--- src/mac_mgmt_defs.vh ---
// Constants for the PHY management and pause flow control register slice.
// Assumes a 100 MHz clock and a word-indexed register map on a byte bus.
`ifndef MAC_MGMT_DEFS_VH
`define MAC_MGMT_DEFS_VH

// ****************************************************************
// Register indexes; the byte address is four times the index.
// ****************************************************************
`define IDX_PHY_MGMT_ACCESS    6'h06
`define IDX_PHY_MGMT_DATA      6'h07
`define IDX_PAUSE_FLOW_CONTROL 6'h08
`define RST_PHY_MGMT_ACCESS    32'h00000000
`define RST_PHY_MGMT_DATA      32'h00000000
`define RST_PAUSE_FLOW_CONTROL 32'h00000000

// ****************************************************************
// Field positions.
// ****************************************************************
`define ACC_PHY_ADDR_HI   15
`define ACC_PHY_ADDR_LO   11
`define ACC_REG_INDEX_HI  10
`define ACC_REG_INDEX_LO  6
`define ACC_WRITE_SELECT  1
`define ACC_BUSY          0
`define ACC_WRITABLE_MASK 32'h0000ffc3
`define DATA_MASK         32'h0000ffff
`define FLOW_TIME_HI      31
`define FLOW_TIME_LO      16
`define FLOW_PASS_CTL     2
`define FLOW_ENABLE       1
`define FLOW_BUSY         0
`define FLOW_WRITABLE_MASK 32'hffff0006
`define PHY_ADDR_INTERNAL 5'h01

// ****************************************************************
// Pause frame fields and timing.
// ****************************************************************
`define PAUSE_DEST_ADDR   48'h0180c2000001
`define PAUSE_ETH_TYPE    16'h8808
`define PAUSE_OPCODE      16'h0001
`define PAUSE_FRAME_BYTES 6'h3c
`define CLK_PERIOD_NS     10
`define SLOT_BIT_TIMES    512
`define BIT_TIME_100_NS   10
`define BIT_TIME_10_NS    100
`define QUANTUM_100_CYC ((`SLOT_BIT_TIMES * `BIT_TIME_100_NS) / `CLK_PERIOD_NS)
`define QUANTUM_10_CYC ((`SLOT_BIT_TIMES * `BIT_TIME_10_NS) / `CLK_PERIOD_NS)

`endif

--- src/mac_phy_mgmt_flow_regs.v ---
// PHY management access, data and pause flow control registers.
// Assumes an Avalon-MM master, a request/acknowledge PHY register port,
// and a transmit byte path that yields to the pause frame when asked.
//
// Design decision made here: the Avalon-MM interface to the registers.
`include "mac_mgmt_defs.vh"

module mac_phy_mgmt_flow_regs #(
  parameter QUANTUM_10 = `QUANTUM_10_CYC
) (
  input  wire        ref_clk_in,
  input  wire        rst_in,
  // Avalon-MM slave, byte address.
  input  wire [7:0]  avs_address,
  input  wire        avs_read,
  input  wire        avs_write,
  input  wire [3:0]  avs_byteenable,
  input  wire [31:0] avs_writedata,
  output reg  [31:0] avs_readdata,
  output wire        avs_waitrequest,
  // Integrated PHY register port.
  output reg         phy_req_out,
  output reg         phy_we_out,
  output reg  [4:0]  phy_addr_out,
  output reg  [4:0]  phy_reg_index_out,
  output reg  [15:0] phy_wdata_out,
  input  wire        phy_ack_in,
  input  wire [15:0] phy_rdata_in,
  // MAC operating state.
  input  wire        full_duplex_in,
  input  wire        speed_100_in,
  input  wire        tx_enable_in,
  input  wire [47:0] mac_addr_in,
  // Flow control requests from the automatic flow logic.
  input  wire        pause_req_in,
  input  wire        backpressure_req_in,
  output reg         backpressure_out,
  // Pause frame byte stream towards the transmitter.
  output wire        pause_tx_valid_out,
  output wire [7:0]  pause_tx_data_out,
  output wire        pause_tx_last_out,
  input  wire        pause_tx_ready_in,
  // Receive side: pause frames recognised by the receive parser.
  input  wire        rx_pause_valid_in,
  input  wire [15:0] rx_pause_time_in,
  output reg         rx_pause_filtered_out,
  output reg         rx_forward_out,
  output wire        tx_halt_out
);

  localparam QW = 13;
  localparam [31:0]  ACC_RST  = `RST_PHY_MGMT_ACCESS;
  localparam [31:0]  DATA_RST = `RST_PHY_MGMT_DATA;
  localparam [31:0]  FLOW_RST = `RST_PAUSE_FLOW_CONTROL;
  localparam integer Q100     = `QUANTUM_100_CYC;

  // ****************************************************************
  // Register storage.
  // ****************************************************************
  reg  [4:0]  phy_addr_q;
  reg  [4:0]  reg_index_q;
  reg         write_sel_q;
  reg         mgmt_busy_q;
  reg  [15:0] mgmt_data_q;
  reg  [15:0] pause_time_q;
  reg         pass_ctl_q;
  reg         fc_enable_q;
  reg         pause_pending_q;
  reg         ack_q;

  wire        access;
  wire        accept;
  wire [5:0]  idx;
  wire [31:0] be_mask;
  wire [31:0] acc_rd;
  wire [31:0] flow_rd;
  wire [31:0] acc_wr;
  wire [31:0] data_wr;
  wire [31:0] flow_wr;
  wire        wr_acc;
  wire        wr_data;
  wire        wr_flow;
  wire        gen_active;
  wire        gen_start;
  wire        flow_busy;
  wire        fd_rx_on;
  wire        pause_load;
  wire [QW-1:0] quantum;

  // ****************************************************************
  // Bus slave: one wait state, then the answer at the next edge.
  // ****************************************************************

  // Every access waits exactly one cycle so read data can be
  // registered; this costs latency but keeps the read mux off the
  // output path.
  assign access          = avs_read | avs_write;
  assign avs_waitrequest = access & ~ack_q;
  assign accept          = access & ack_q;
  assign idx             = avs_address[7:2];

  assign be_mask = {{8{avs_byteenable[3]}}, {8{avs_byteenable[2]}},
                    {8{avs_byteenable[1]}}, {8{avs_byteenable[0]}}};

  assign wr_acc  = avs_write & accept & (idx == `IDX_PHY_MGMT_ACCESS);
  assign wr_data = avs_write & accept & (idx == `IDX_PHY_MGMT_DATA);
  assign wr_flow = avs_write & accept & (idx == `IDX_PAUSE_FLOW_CONTROL);

  // Merge enabled byte lanes into the current value; reserved bits drop.
  assign acc_wr  = ((avs_writedata & be_mask) | (acc_rd & ~be_mask))
                   & `ACC_WRITABLE_MASK;
  assign data_wr = ((avs_writedata & be_mask)
                   | ({16'h0000, mgmt_data_q} & ~be_mask))
                   & `DATA_MASK;
  assign flow_wr = ((avs_writedata & be_mask) | (flow_rd & ~be_mask))
                   & `FLOW_WRITABLE_MASK;

  // Readback images; reserved positions are tied to zero.
  assign acc_rd = {16'h0000, phy_addr_q, reg_index_q, 4'h0,
                   write_sel_q, mgmt_busy_q};
  assign flow_rd = {pause_time_q, 13'h0000, pass_ctl_q, fc_enable_q,
                    flow_busy};

  // Wait-state toggle: high in the cycle the answer is given.
  always @(posedge ref_clk_in or posedge rst_in) begin
    if (rst_in)
      ack_q <= 1'b0;
    else
      ack_q <= access & ~ack_q;
  end

  // Read data are sampled during the wait cycle and stand at the edge
  // where waitrequest is low; unmapped indexes read as zero.
  always @(posedge ref_clk_in or posedge rst_in) begin
    if (rst_in) begin
      avs_readdata <= 32'h00000000;
    end else if (avs_read && !ack_q) begin
      case (idx)
        `IDX_PHY_MGMT_ACCESS:    avs_readdata <= acc_rd;
        `IDX_PHY_MGMT_DATA:      avs_readdata <= {16'h0000,
                                                  mgmt_data_q};
        `IDX_PAUSE_FLOW_CONTROL: avs_readdata <= flow_rd;
        default:                 avs_readdata <= 32'h00000000;
      endcase
    end
  end

  // ****************************************************************
  // PHY management access.
  // ****************************************************************

  // Fields are stored as written; software is expected to keep the PHY
  // address at the integrated PHY's value, and the field is passed on
  // unchanged so a wrong value is visible on the port. A write while a
  // cycle runs is dropped so the live request is never disturbed.
  always @(posedge ref_clk_in or posedge rst_in) begin
    if (rst_in) begin
      phy_addr_q  <= ACC_RST[`ACC_PHY_ADDR_HI:`ACC_PHY_ADDR_LO];
      reg_index_q <= 5'h00;
      write_sel_q <= 1'b0;
      mgmt_busy_q <= 1'b0;
    end else if (wr_acc && !mgmt_busy_q) begin
      phy_addr_q  <= acc_wr[`ACC_PHY_ADDR_HI:`ACC_PHY_ADDR_LO];
      reg_index_q <= acc_wr[`ACC_REG_INDEX_HI:`ACC_REG_INDEX_LO];
      write_sel_q <= acc_wr[`ACC_WRITE_SELECT];
      mgmt_busy_q <= acc_wr[`ACC_BUSY];
    end else if (mgmt_busy_q && phy_req_out && phy_ack_in) begin
      mgmt_busy_q <= 1'b0;
    end
  end

  // Request to the PHY: raised the cycle after busy is set and held
  // until acknowledged, carrying index, direction and write data.
  always @(posedge ref_clk_in or posedge rst_in) begin
    if (rst_in) begin
      phy_req_out       <= 1'b0;
      phy_we_out        <= 1'b0;
      phy_addr_out      <= 5'h00;
      phy_reg_index_out <= 5'h00;
      phy_wdata_out     <= 16'h0000;
    end else if (phy_req_out) begin
      if (phy_ack_in)
        phy_req_out <= 1'b0;
    end else if (mgmt_busy_q) begin
      phy_req_out       <= 1'b1;
      phy_we_out        <= write_sel_q;
      phy_addr_out      <= phy_addr_q;
      phy_reg_index_out <= reg_index_q;
      phy_wdata_out     <= mgmt_data_q;
    end
  end

  // Data register: loaded by software, or by the PHY at the end of a
  // read. The read result then stays until software touches it again.
  always @(posedge ref_clk_in or posedge rst_in) begin
    if (rst_in) begin
      mgmt_data_q <= DATA_RST[15:0];
    end else if (mgmt_busy_q && phy_req_out && phy_ack_in
                 && !write_sel_q) begin
      mgmt_data_q <= phy_rdata_in;
    end else if (wr_data && !mgmt_busy_q) begin
      mgmt_data_q <= data_wr[15:0];
    end
  end

  // ****************************************************************
  // Flow control register.
  // ****************************************************************

  // The busy bit is never stored from the bus, so a one written there
  // has no effect; a write while busy is dropped to protect the frame
  // that is already on its way.
  always @(posedge ref_clk_in or posedge rst_in) begin
    if (rst_in) begin
      pause_time_q <= FLOW_RST[`FLOW_TIME_HI:`FLOW_TIME_LO];
      pass_ctl_q   <= 1'b0;
      fc_enable_q  <= 1'b0;
    end else if (wr_flow && !flow_busy) begin
      pause_time_q <= flow_wr[`FLOW_TIME_HI:`FLOW_TIME_LO];
      pass_ctl_q   <= flow_wr[`FLOW_PASS_CTL];
      fc_enable_q  <= flow_wr[`FLOW_ENABLE];
    end
  end

  // ****************************************************************
  // Pause transmission and back pressure.
  // ****************************************************************

  // A request in full duplex with transmit enabled is remembered until the generator takes it, or until either drops;
  // a new request arriving while one is taken is kept, not lost.
  assign gen_start = pause_pending_q & ~gen_active & tx_enable_in
                     & full_duplex_in;

  always @(posedge ref_clk_in or posedge rst_in) begin
    if (rst_in)
      pause_pending_q <= 1'b0;
    else if (pause_req_in && full_duplex_in && tx_enable_in)
      pause_pending_q <= 1'b1;
    else if (gen_start || !full_duplex_in || !tx_enable_in)
      pause_pending_q <= 1'b0;
  end

  // Back pressure only in half duplex, only with the enable bit set and
  // only while the transmitter may drive the medium.
  always @(posedge ref_clk_in or posedge rst_in) begin
    if (rst_in)
      backpressure_out <= 1'b0;
    else
      backpressure_out <= backpressure_req_in & fc_enable_q
                          & ~full_duplex_in & tx_enable_in;
  end

  // Busy covers the wait for the generator and the whole frame, or the
  // back pressure time in half duplex.
  assign flow_busy = pause_pending_q | gen_active
                     | backpressure_out;

  pause_frame_gen u_gen (
    .ref_clk_in    (ref_clk_in),
    .rst_in        (rst_in),
    .start_in      (gen_start),
    .src_addr_in   (mac_addr_in),
    .pause_time_in (pause_time_q),
    .tx_ready_in   (pause_tx_ready_in),
    .tx_valid_out  (pause_tx_valid_out),
    .tx_data_out   (pause_tx_data_out),
    .tx_last_out   (pause_tx_last_out),
    .active_out    (gen_active)
  );

  // ****************************************************************
  // Receive side.
  // ****************************************************************

  // Pause decoding is acted on only with the enable bit set in full
  // duplex; the quantum follows the line rate.
  assign fd_rx_on   = fc_enable_q & full_duplex_in;
  assign pause_load = rx_pause_valid_in & fd_rx_on;
  assign quantum    = speed_100_in ? Q100[QW-1:0]
                                   : QUANTUM_10[QW-1:0];

  pause_timer #(
    .QW (QW)
  ) u_timer (
    .ref_clk_in     (ref_clk_in),
    .rst_in         (rst_in),
    .load_in        (pause_load),
    .quanta_in      (rx_pause_time_in),
    .quantum_cyc_in (quantum),
    .halt_out       (tx_halt_out)
  );

  // Status for the frame just seen; frames are always forwarded.
  always @(posedge ref_clk_in or posedge rst_in) begin
    if (rst_in) begin
      rx_pause_filtered_out <= 1'b0;
      rx_forward_out        <= 1'b0;
    end else begin
      rx_pause_filtered_out <= rx_pause_valid_in & pass_ctl_q;
      rx_forward_out        <= rx_pause_valid_in;
    end
  end

endmodule // mac_phy_mgmt_flow_regs

--- src/pause_frame_gen.v ---
// Streams one pause control frame, 60 bytes without CRC, byte by byte.
// Assumes the transmit path appends the CRC and honours tx_ready_in.
`include "mac_mgmt_defs.vh"

module pause_frame_gen (
  input  wire        ref_clk_in,
  input  wire        rst_in,
  input  wire        start_in,
  input  wire [47:0] src_addr_in,
  input  wire [15:0] pause_time_in,
  input  wire        tx_ready_in,
  output wire        tx_valid_out,
  output reg  [7:0]  tx_data_out,
  output wire        tx_last_out,
  output wire        active_out
);

  reg        active_q;
  reg  [5:0] idx_q;
  reg  [7:0] byte_d;
  wire       take;
  wire [5:0] nxt_idx;

  localparam [79:0] FIXED_HDR = {`PAUSE_DEST_ADDR, `PAUSE_ETH_TYPE,
                                 `PAUSE_OPCODE};

  assign take         = active_q & tx_ready_in;
  assign nxt_idx      = (start_in && !active_q) ? 6'h00
                        : (take ? idx_q + 6'h01 : idx_q);
  assign tx_valid_out = active_q;
  assign active_out   = active_q;
  assign tx_last_out  = active_q & (idx_q == (`PAUSE_FRAME_BYTES - 6'h01));

  // Fixed fields of the MAC control frame format, plus source address and pause time; the rest is pad.
  always @* begin
    byte_d = 8'h00;
    case (nxt_idx)
      6'h00: byte_d = FIXED_HDR[79:72];
      6'h01: byte_d = FIXED_HDR[71:64];
      6'h02: byte_d = FIXED_HDR[63:56];
      6'h03: byte_d = FIXED_HDR[55:48];
      6'h04: byte_d = FIXED_HDR[47:40];
      6'h05: byte_d = FIXED_HDR[39:32];
      6'h06: byte_d = src_addr_in[47:40];
      6'h07: byte_d = src_addr_in[39:32];
      6'h08: byte_d = src_addr_in[31:24];
      6'h09: byte_d = src_addr_in[23:16];
      6'h0a: byte_d = src_addr_in[15:8];
      6'h0b: byte_d = src_addr_in[7:0];
      6'h0c: byte_d = FIXED_HDR[31:24];
      6'h0d: byte_d = FIXED_HDR[23:16];
      6'h0e: byte_d = FIXED_HDR[15:8];
      6'h0f: byte_d = FIXED_HDR[7:0];
      6'h10: byte_d = pause_time_in[15:8];
      6'h11: byte_d = pause_time_in[7:0];
      default: byte_d = 8'h00;
    endcase
  end

  // The data register is reloaded one byte ahead as each byte is taken.
  always @(posedge ref_clk_in or posedge rst_in) begin
    if (rst_in) begin
      active_q    <= 1'b0;
      idx_q       <= 6'h00;
      tx_data_out <= 8'h00;
    end else begin
      tx_data_out <= byte_d;
      if (start_in && !active_q) begin
        active_q <= 1'b1;
        idx_q    <= 6'h00;
      end else if (take) begin
        if (tx_last_out)
          active_q <= 1'b0;
        idx_q <= idx_q + 6'h01;
      end
    end
  end

endmodule // pause_frame_gen

--- src/pause_timer.v ---
// Counts a received pause time in slot-time quanta and holds the halt.
// Assumes the quantum length is given in clock cycles by the caller.
`include "mac_mgmt_defs.vh"

module pause_timer #(
  parameter QW = 13
) (
  input  wire          ref_clk_in,
  input  wire          rst_in,
  input  wire          load_in,
  input  wire [15:0]   quanta_in,
  input  wire [QW-1:0] quantum_cyc_in,
  output wire          halt_out
);

  reg [15:0]   left_q;
  reg [QW-1:0] cyc_q;

  assign halt_out = (left_q != 16'h0000);

  // A new pause frame restarts the count; a zero time ends the halt.
  always @(posedge ref_clk_in or posedge rst_in) begin
    if (rst_in) begin
      left_q <= 16'h0000;
      cyc_q  <= {QW{1'b0}};
    end else if (load_in) begin
      left_q <= quanta_in;
      cyc_q  <= quantum_cyc_in - {{(QW-1){1'b0}}, 1'b1};
    end else if (halt_out) begin
      if (cyc_q == {QW{1'b0}}) begin
        left_q <= left_q - 16'h0001;
        cyc_q  <= quantum_cyc_in - {{(QW-1){1'b0}}, 1'b1};
      end else begin
        cyc_q <= cyc_q - {{(QW-1){1'b0}}, 1'b1};
      end
    end
  end

endmodule // pause_timer

--- config.mk ---
export PLATFORM = sky130hd
export DESIGN_NAME = mac_phy_mgmt_flow_regs
export DESIGN_NICKNAME = d
export VERILOG_FILES = /design/src/mac_phy_mgmt_flow_regs.v /design/src/pause_frame_gen.v /design/src/pause_timer.v
export VERILOG_INCLUDE_DIRS = /design/src
export SDC_FILE = /design/constraint.sdc
export NUM_CORES = 1
export LEC_CHECK = 0
export BUFFER_PORTS_ARGS = -buffer_cell sky130_fd_sc_hd__buf_2
export CAP_MARGIN = 20
export CELL_PAD_IN_SITES_DETAIL_PLACEMENT = 1
export CELL_PAD_IN_SITES_GLOBAL_PLACEMENT = 2
export CORE_ASPECT_RATIO = 1.1
export CORE_UTILIZATION = 30
export CTS_BUF_LIST = sky130_fd_sc_hd__clkbuf_8
export DETAILED_ROUTE_END_ITERATION = 6
export GPL_TIMING_DRIVEN = 0
export PLACE_DENSITY = 0.72
export SLEW_MARGIN = 30
export SYNTH_ARGS = -nofsm -noshare
export SYNTH_HDL_FRONTEND = slang
export SYNTH_SLANG_ARGS = --single-unit
--- constraint.sdc ---
create_clock -name ref_clk_in -period 15.1 [get_ports ref_clk_in]
set_input_delay 3.775 -clock ref_clk_in [delete_from_list [all_inputs] [get_ports ref_clk_in]]
set_output_delay 3.775 -clock ref_clk_in [all_outputs]
set_load 0.05 [all_outputs]
==> results.cfg, run 1 <==
[outcome]
status = finished clean

[synthesis]
syn_inst = 745
synth-seq-cells = 155
syn_avg_cell_area_um2 = 10.3
yosysTopAreaCell = dfrtp_1
synth_area_leaders = dfrtp_1 (51%), mux2_2 (8.7%), nand2_1 (4.4%), mux2i_1 (4.3%), nor2_1 (3.2%)
syn_area_um2 = 7640
ys_seq_area_frac = 0.508
synth_nets = 884
synth_edf_count = 0
ys.flop_type = dfrtp_1
post_synth_num_cell_types = 69
ys_warn_count = 0
async_reset_ff_frac = 1.00
synth.top_cell.area_share = 0.508

[critical_path]
crit_path_max_fanout = 3
critPathMaxStageDelay_ns = 0.28
worst-setup-path-type = in -> out
worstPathRequired_ns = 11.32
cp-start-kind = input port
critPathTopFamily = buffers and inverters
worstPathArrival_ns = 4.30
endpoint_kind = output port
critical_path.cell_chain = buf_2 -> nor2_1 -> nor2_1 -> buf_2
path_buf_inv = 2
crit_slowest_cell = buf_2
r2r_slack_ns = 12.25

[die]
die_h_um = 169
die_w_um = 154
start_util = 0.309
rows = 60
pin_count = 211
core_area_um2 = 24700
die-area_um2 = 26100

[sta]
setup_tns_ns = 0
setup_viol = 0
finalClockSkew_ns = 0.0177
fin_ws_ns = 7.02
post-route-period-util = 0.535
slew_headroom = 0.372
worst_pin_slew_ns = 0.940
holdWs_ns = 0.468
max_freq_ghz = 0.124
maxSlewViolCount = 0
rsz0062_at_grt = no
period_minus_slack_ns = 8.08
hold_viol = 0

[power_and_ir_drop]
internal_power_uw = 756
power_switching_uw = 459
power_density_nw_per_um2 = 128
p_sw_frac = 0.378
leakagePower_uw = 0.00472
vdd_ir_drop_max_v = 0.0000449
p_clk_frac = 0.266
seq_power_share = 0.405
p_comb_frac = 0.329

[placed_design]
dpl_worst_slack_ns = 7.01
hpwl_um = 19500
routabilityCongestion = 0.801
dp_cells = 1263
port_buffers = 206

[cts]
clock_sinks = 155
clkLatencyLatePin_ns = 0.45
cts_inserted_buffers = 17
ctsResizeCount = 0
htree_levels = 4
postCtsHoldBufs = 0
post_cts_buffers = 0
path_clk_slew_ns = 0.09
clockBufferDepth = 2
clock-root-buffer = clkbuf_8
tritoncts = done

[grt]
antenna_found_initial = 1
grt.total_usage = 0.200
grt_overflow = 0
grt_first_pass_wirelength_um = 39400
first_global_vias = 6859
grt_start_max_net_pins = 72

[route]
postRouteAntennaNets = 0
wl_um = 25600
top_layer = met4
first_pass_iters = 5
wl_per_cell_um = 19.8
vias = 6662
wl_met2_um = 12800
dr_wl_met3_um = 934
drc_errors = 0
viasPerCell = 5.14
drtIter0Drc = 332
wl_met1_um = 11600

[worst_hold_path]
min_path_type = reg -> reg

[layout]
layoutNonFillerInstCount = 1296
layout_commonest_cell = buf_2
drive_above_1_share = 0.334
syn2layout_area_growth_pct = 24.8
final_cell_mix = buf_2 (218), dfrtp_1 (155), nand2_1 (89)
fin_nets = 1111

[flow_run]
drv_cap = 0
==> routing by layer <==
metal | global-route usage | vias up
li1 | - | 3149
met1 | 0.262 | 3344
met2 | 0.343 | 151
met3 | 0.0337 | 18
met4 | 0.0487 | 0
met5 | 0 | -
==> path summary, 6_finish.rpt <==
check	to	cells past startpoint	startpoint
min in group asynchronous	phy_addr_out[4]$_DFFE_PP0P_	2	rst_in
setup / recovery	avs_waitrequest	4	avs_read
max in group asynchronous	u_timer.cyc_q[1]$_DFFE_PP0P_	4	rst_in
setup reg to reg	u_gen.tx_data_out[7]$_DFF_PP0_	7	u_gen.idx_q[0]$_DFF_PP0_
hold reg to reg	avs_readdata[21]$_DFFE_PP0P_	2	avs_readdata[21]$_DFFE_PP0P_
hold / removal	avs_readdata[21]$_DFFE_PP0P_	2	avs_readdata[21]$_DFFE_PP0P_
==> worst reg2reg max path: stages (launching register included) <==
cell and delay (ns):
dfrtp_1 0.43, ha_1 0.42, nand3_1 0.18, o22ai_1 0.70, clkbuf_1 0.49, a22oi_1 0.19, o22ai_1 0.25, a221o_1 0.14
==> layout make-up <==
cell class,instances,area [um2]
Antenna cell,1,2.50
Buffer,44,191
Clock buffer,19,262
Clock inverter,13,143
Fill cell,2906,15200
Inverter,14,60.1
Multi-Input combinational cell,532,3520
Sequential cell,155,3880
Tap cell,310,388
Timing Repair Buffer,208,1090
==> metrics by stage <==
stage          cell area (um2)  utilization  power, uW
3_3_place_gp              9060        0.367        893
2_1_floorplan             7640            -        767
4_1_cts                   9520        0.386       1230
6_report                  9530        0.386       1220
5_1_grt                   9530        0.386       1280
3_5_place_dp              9120        0.369        900
==> Yosys cell counts (3+ instances only) <==
| cell | instances |
|---|---|
| xor2_1 | 4 |
| a222oi_1 | 7 |
| inv_1 | 14 |
| dfrtp_1 | 155 |
| o22ai_1 | 5 |
| o21ai_0 | 43 |
| nand3_1 | 29 |
| nand2_1 | 89 |
| nand4_1 | 6 |
| buf_2 | 12 |
| o21a_1 | 3 |
| or3_1 | 6 |
| nor2_1 | 65 |
| a221o_1 | 4 |
| ha_1 | 3 |
| a22oi_1 | 11 |
| a22o_1 | 9 |
| nor3_1 | 10 |
| clkbuf_1 | 26 |
| nand2b_1 | 10 |
| a21oi_1 | 42 |
| buf_1 | 4 |
| nor4_1 | 4 |
| o22a_1 | 3 |
| nor4b_1 | 3 |
| and3_1 | 4 |
| and2_1 | 8 |
| mux2_2 | 59 |
| mux2i_1 | 33 |
| o211ai_1 | 3 |
| o31ai_1 | 11 |
| nand4b_1 | 3 |
| xnor2_1 | 3 |
| nor2b_1 | 5 |
| a31oi_1 | 4 |
==> power groups by stage <==
stage / combinational [uW] / sequential (uW) / clock, uW
floorplan: 222 / 546 / 0
global placement: 393 / 499 / 0
detailed placement: 400 / 500 / 0
CTS: 400 / 492 / 335
global route: 436 / 498 / 350
finish: 399 / 492 / 324
==> cells by family after synthesis <==
family | after synthesis | synth area share
buf+inv | 58 | 0.0319
compound gates | 167 | 0.145
mux | 92 | 0.130
flops | 155 | 0.508
xor+xnor | 7 | 0.00803
fa+ha+maj | 3 | 0.00492
simple gates | 263 | 0.172
Note: power is estimated with default switching activity, not from simulation.
==> run 2: changes to the inputs <==
PLACE_DENSITY = 0.75   (was 0.72)
clock period = 6.8 ns   (was 15.1 ns; I/O delays follow)
==> results.cfg, run 2 (same netlist as run 1, synthesis figures left out) <==
[outcome]
status = finished clean

[route]
wl_um = 25100
dr_wl_met3_um = 896
top_layer = met4
viasPerCell = 5.09
vias = 6595
postRouteAntennaNets = 0
wl_met1_um = 11300
wl_per_cell_um = 19.3
drc_errors = 0
wl_met2_um = 12400
first_pass_iters = 5
drtIter0Drc = 231

[sta]
hold_viol = 0
slew_headroom = 0.385
period_minus_slack_ns = 4.36
max_freq_ghz = 0.229
finalClockSkew_ns = 0.0159
fin_ws_ns = 2.44
rsz0062_at_grt = no
maxSlewViolCount = 0
post-route-period-util = 0.642
setup_viol = 0
worst_pin_slew_ns = 0.920

[critical_path]
critPathTopFamily = simple AND/OR/NAND/NOR gates
worstPathArrival_ns = 2.66
r2r_slack_ns = 4.01
worstPathRequired_ns = 5.10
cp-start-kind = register
reg2reg_depth = 7
crit_slowest_cell = or4b_4
endpoint_kind = output port
crit_path_max_fanout = 5
reg2reg_to = u_gen.tx_data_out[7]$_DFF_PP0_
path_buf_inv = 2
critical_path.cell_chain = inv_1 -> ha_1 -> or4b_4 -> nor3_1 -> nand3_1 -> buf_2
worstReg2RegStart = u_gen.idx_q[0]$_DFF_PP0_
worst-setup-path-type = reg -> out
critPathMaxStageDelay_ns = 0.51

[grt]
first_global_vias = 6798
grt_overflow = 0
grt.total_usage = 0.199
grt_first_pass_wirelength_um = 39400
grt_start_max_net_pins = 54
antenna_found_initial = 4

[power_and_ir_drop]
leakagePower_uw = 0.00470
vdd_ir_drop_max_v = 0.000104
power_density_nw_per_um2 = 279

[placed_design]
dp_cells = 1263
port_buffers = 206
routabilityCongestion = 0.813
hpwl_um = 19200
dpl_worst_slack_ns = 2.87

[cts]
ctsResizeCount = 0
clock-root-buffer = clkbuf_8
clock_sinks = 155
cts_inserted_buffers = 17
path_clk_slew_ns = 0.09
htree_levels = 4
postCtsHoldBufs = 0
post_cts_buffers = 0
clkLatencyLatePin_ns = 0.45
tritoncts = done
clockBufferDepth = 2

[worst_hold_path]
worstHoldPathCells = 2
holdCritStartpoint = avs_readdata[19]$_DFFE_PP0P_
min_path_type = reg -> reg
holdPathEnd = avs_readdata[19]$_DFFE_PP0P_

[die]
start_util = 0.309
die-area_um2 = 26100
core_area_um2 = 24700
pin_count = 211
die_w_um = 154
die_h_um = 169
rows = 60

[layout]
multi_input_area_um2 = 3520
fin_nets = 1111
layoutNonFillerInstCount = 1296
layout_commonest_cell = buf_2
syn2layout_area_growth_pct = 24.3
final_cell_mix = buf_2 (218), dfrtp_1 (155), nand2_1 (89)
n_fill_cell = 2869
drive_above_1_share = 0.333
regArea_um2 = 3880

[flow_run]
drv_cap = 0
run 2: power by group:
group / total, uW / switching (uW) / internal (uW) / leakage [uW]
registers: 1090 / 75.2 / 1020 / 0.00207
clock network: 680 / 361 / 319 / 0.000181
logic: 876 / 566 / 311 / 0.00245
total: 2650 / 1000 / 1650 / 0.00470
run 2: worst reg2reg max path, stage by stage, from the launching register on:
cell and delay (ns):
dfrtp_1 0.42, ha_1 0.42, and3b_1 0.25, mux2_2 0.38, clkbuf_1 0.33, a222oi_1 0.49
nand2_1 0.09, a221o_1 0.30
run 2: routing by layer:
metal,vias to the layer above,global-route usage
met5,-,0
met4,0,0.0704
met3,25,0.0332
met2,144,0.334
met1,3275,0.258
li1,3151,-
run 2: area by class of cell:
class	count	share of cell area
Antenna cell	4	0.00105
Clock buffer	17	0.0246
Inverter	14	0.00633
Tap cell	310	0.0409
Sequential cell	155	0.409
Timing Repair Buffer	208	0.114
Clock inverter	12	0.0134
Multi-Input combinational cell	532	0.371
Buffer	44	0.0202
run 2: worst max path at each step:
stage	startpoint	end	slack, ns	cells past startpoint
6_report	u_timer.left_q[0]$_DFFE_PP0P_	tx_halt_out	2.44	6
3_5_place_dp	avs_read	avs_waitrequest	2.87	4
2_1_floorplan	rst_in	async pin	0.92	1
3_3_place_gp	rst_in	u_timer.left_q[0]$_DFFE_PP0P_	-1.35	2
5_1_grt	u_timer.left_q[0]$_DFFE_PP0P_	tx_halt_out	2.22	6
4_1_cts	u_timer.left_q[0]$_DFFE_PP0P_	tx_halt_out	2.41	6
run 2: metrics by stage:
step / util / hold slack (ns) / total power, uW / TNS (ns) / instance area (um2)
after floorplan: - / 0.450 / 1700 / 0 / 7640
after global placement: 0.367 / 0.446 / 1980 / -207.58 / 9060
final: 0.384 / 0.470 / 2650 / 0 / 9490
after global routing: 0.384 / 0.489 / 2800 / 0 / 9490
after CTS: 0.384 / 0.476 / 2680 / 0 / 9480
after detailed placement: 0.369 / 0.455 / 1990 / 0 / 9120
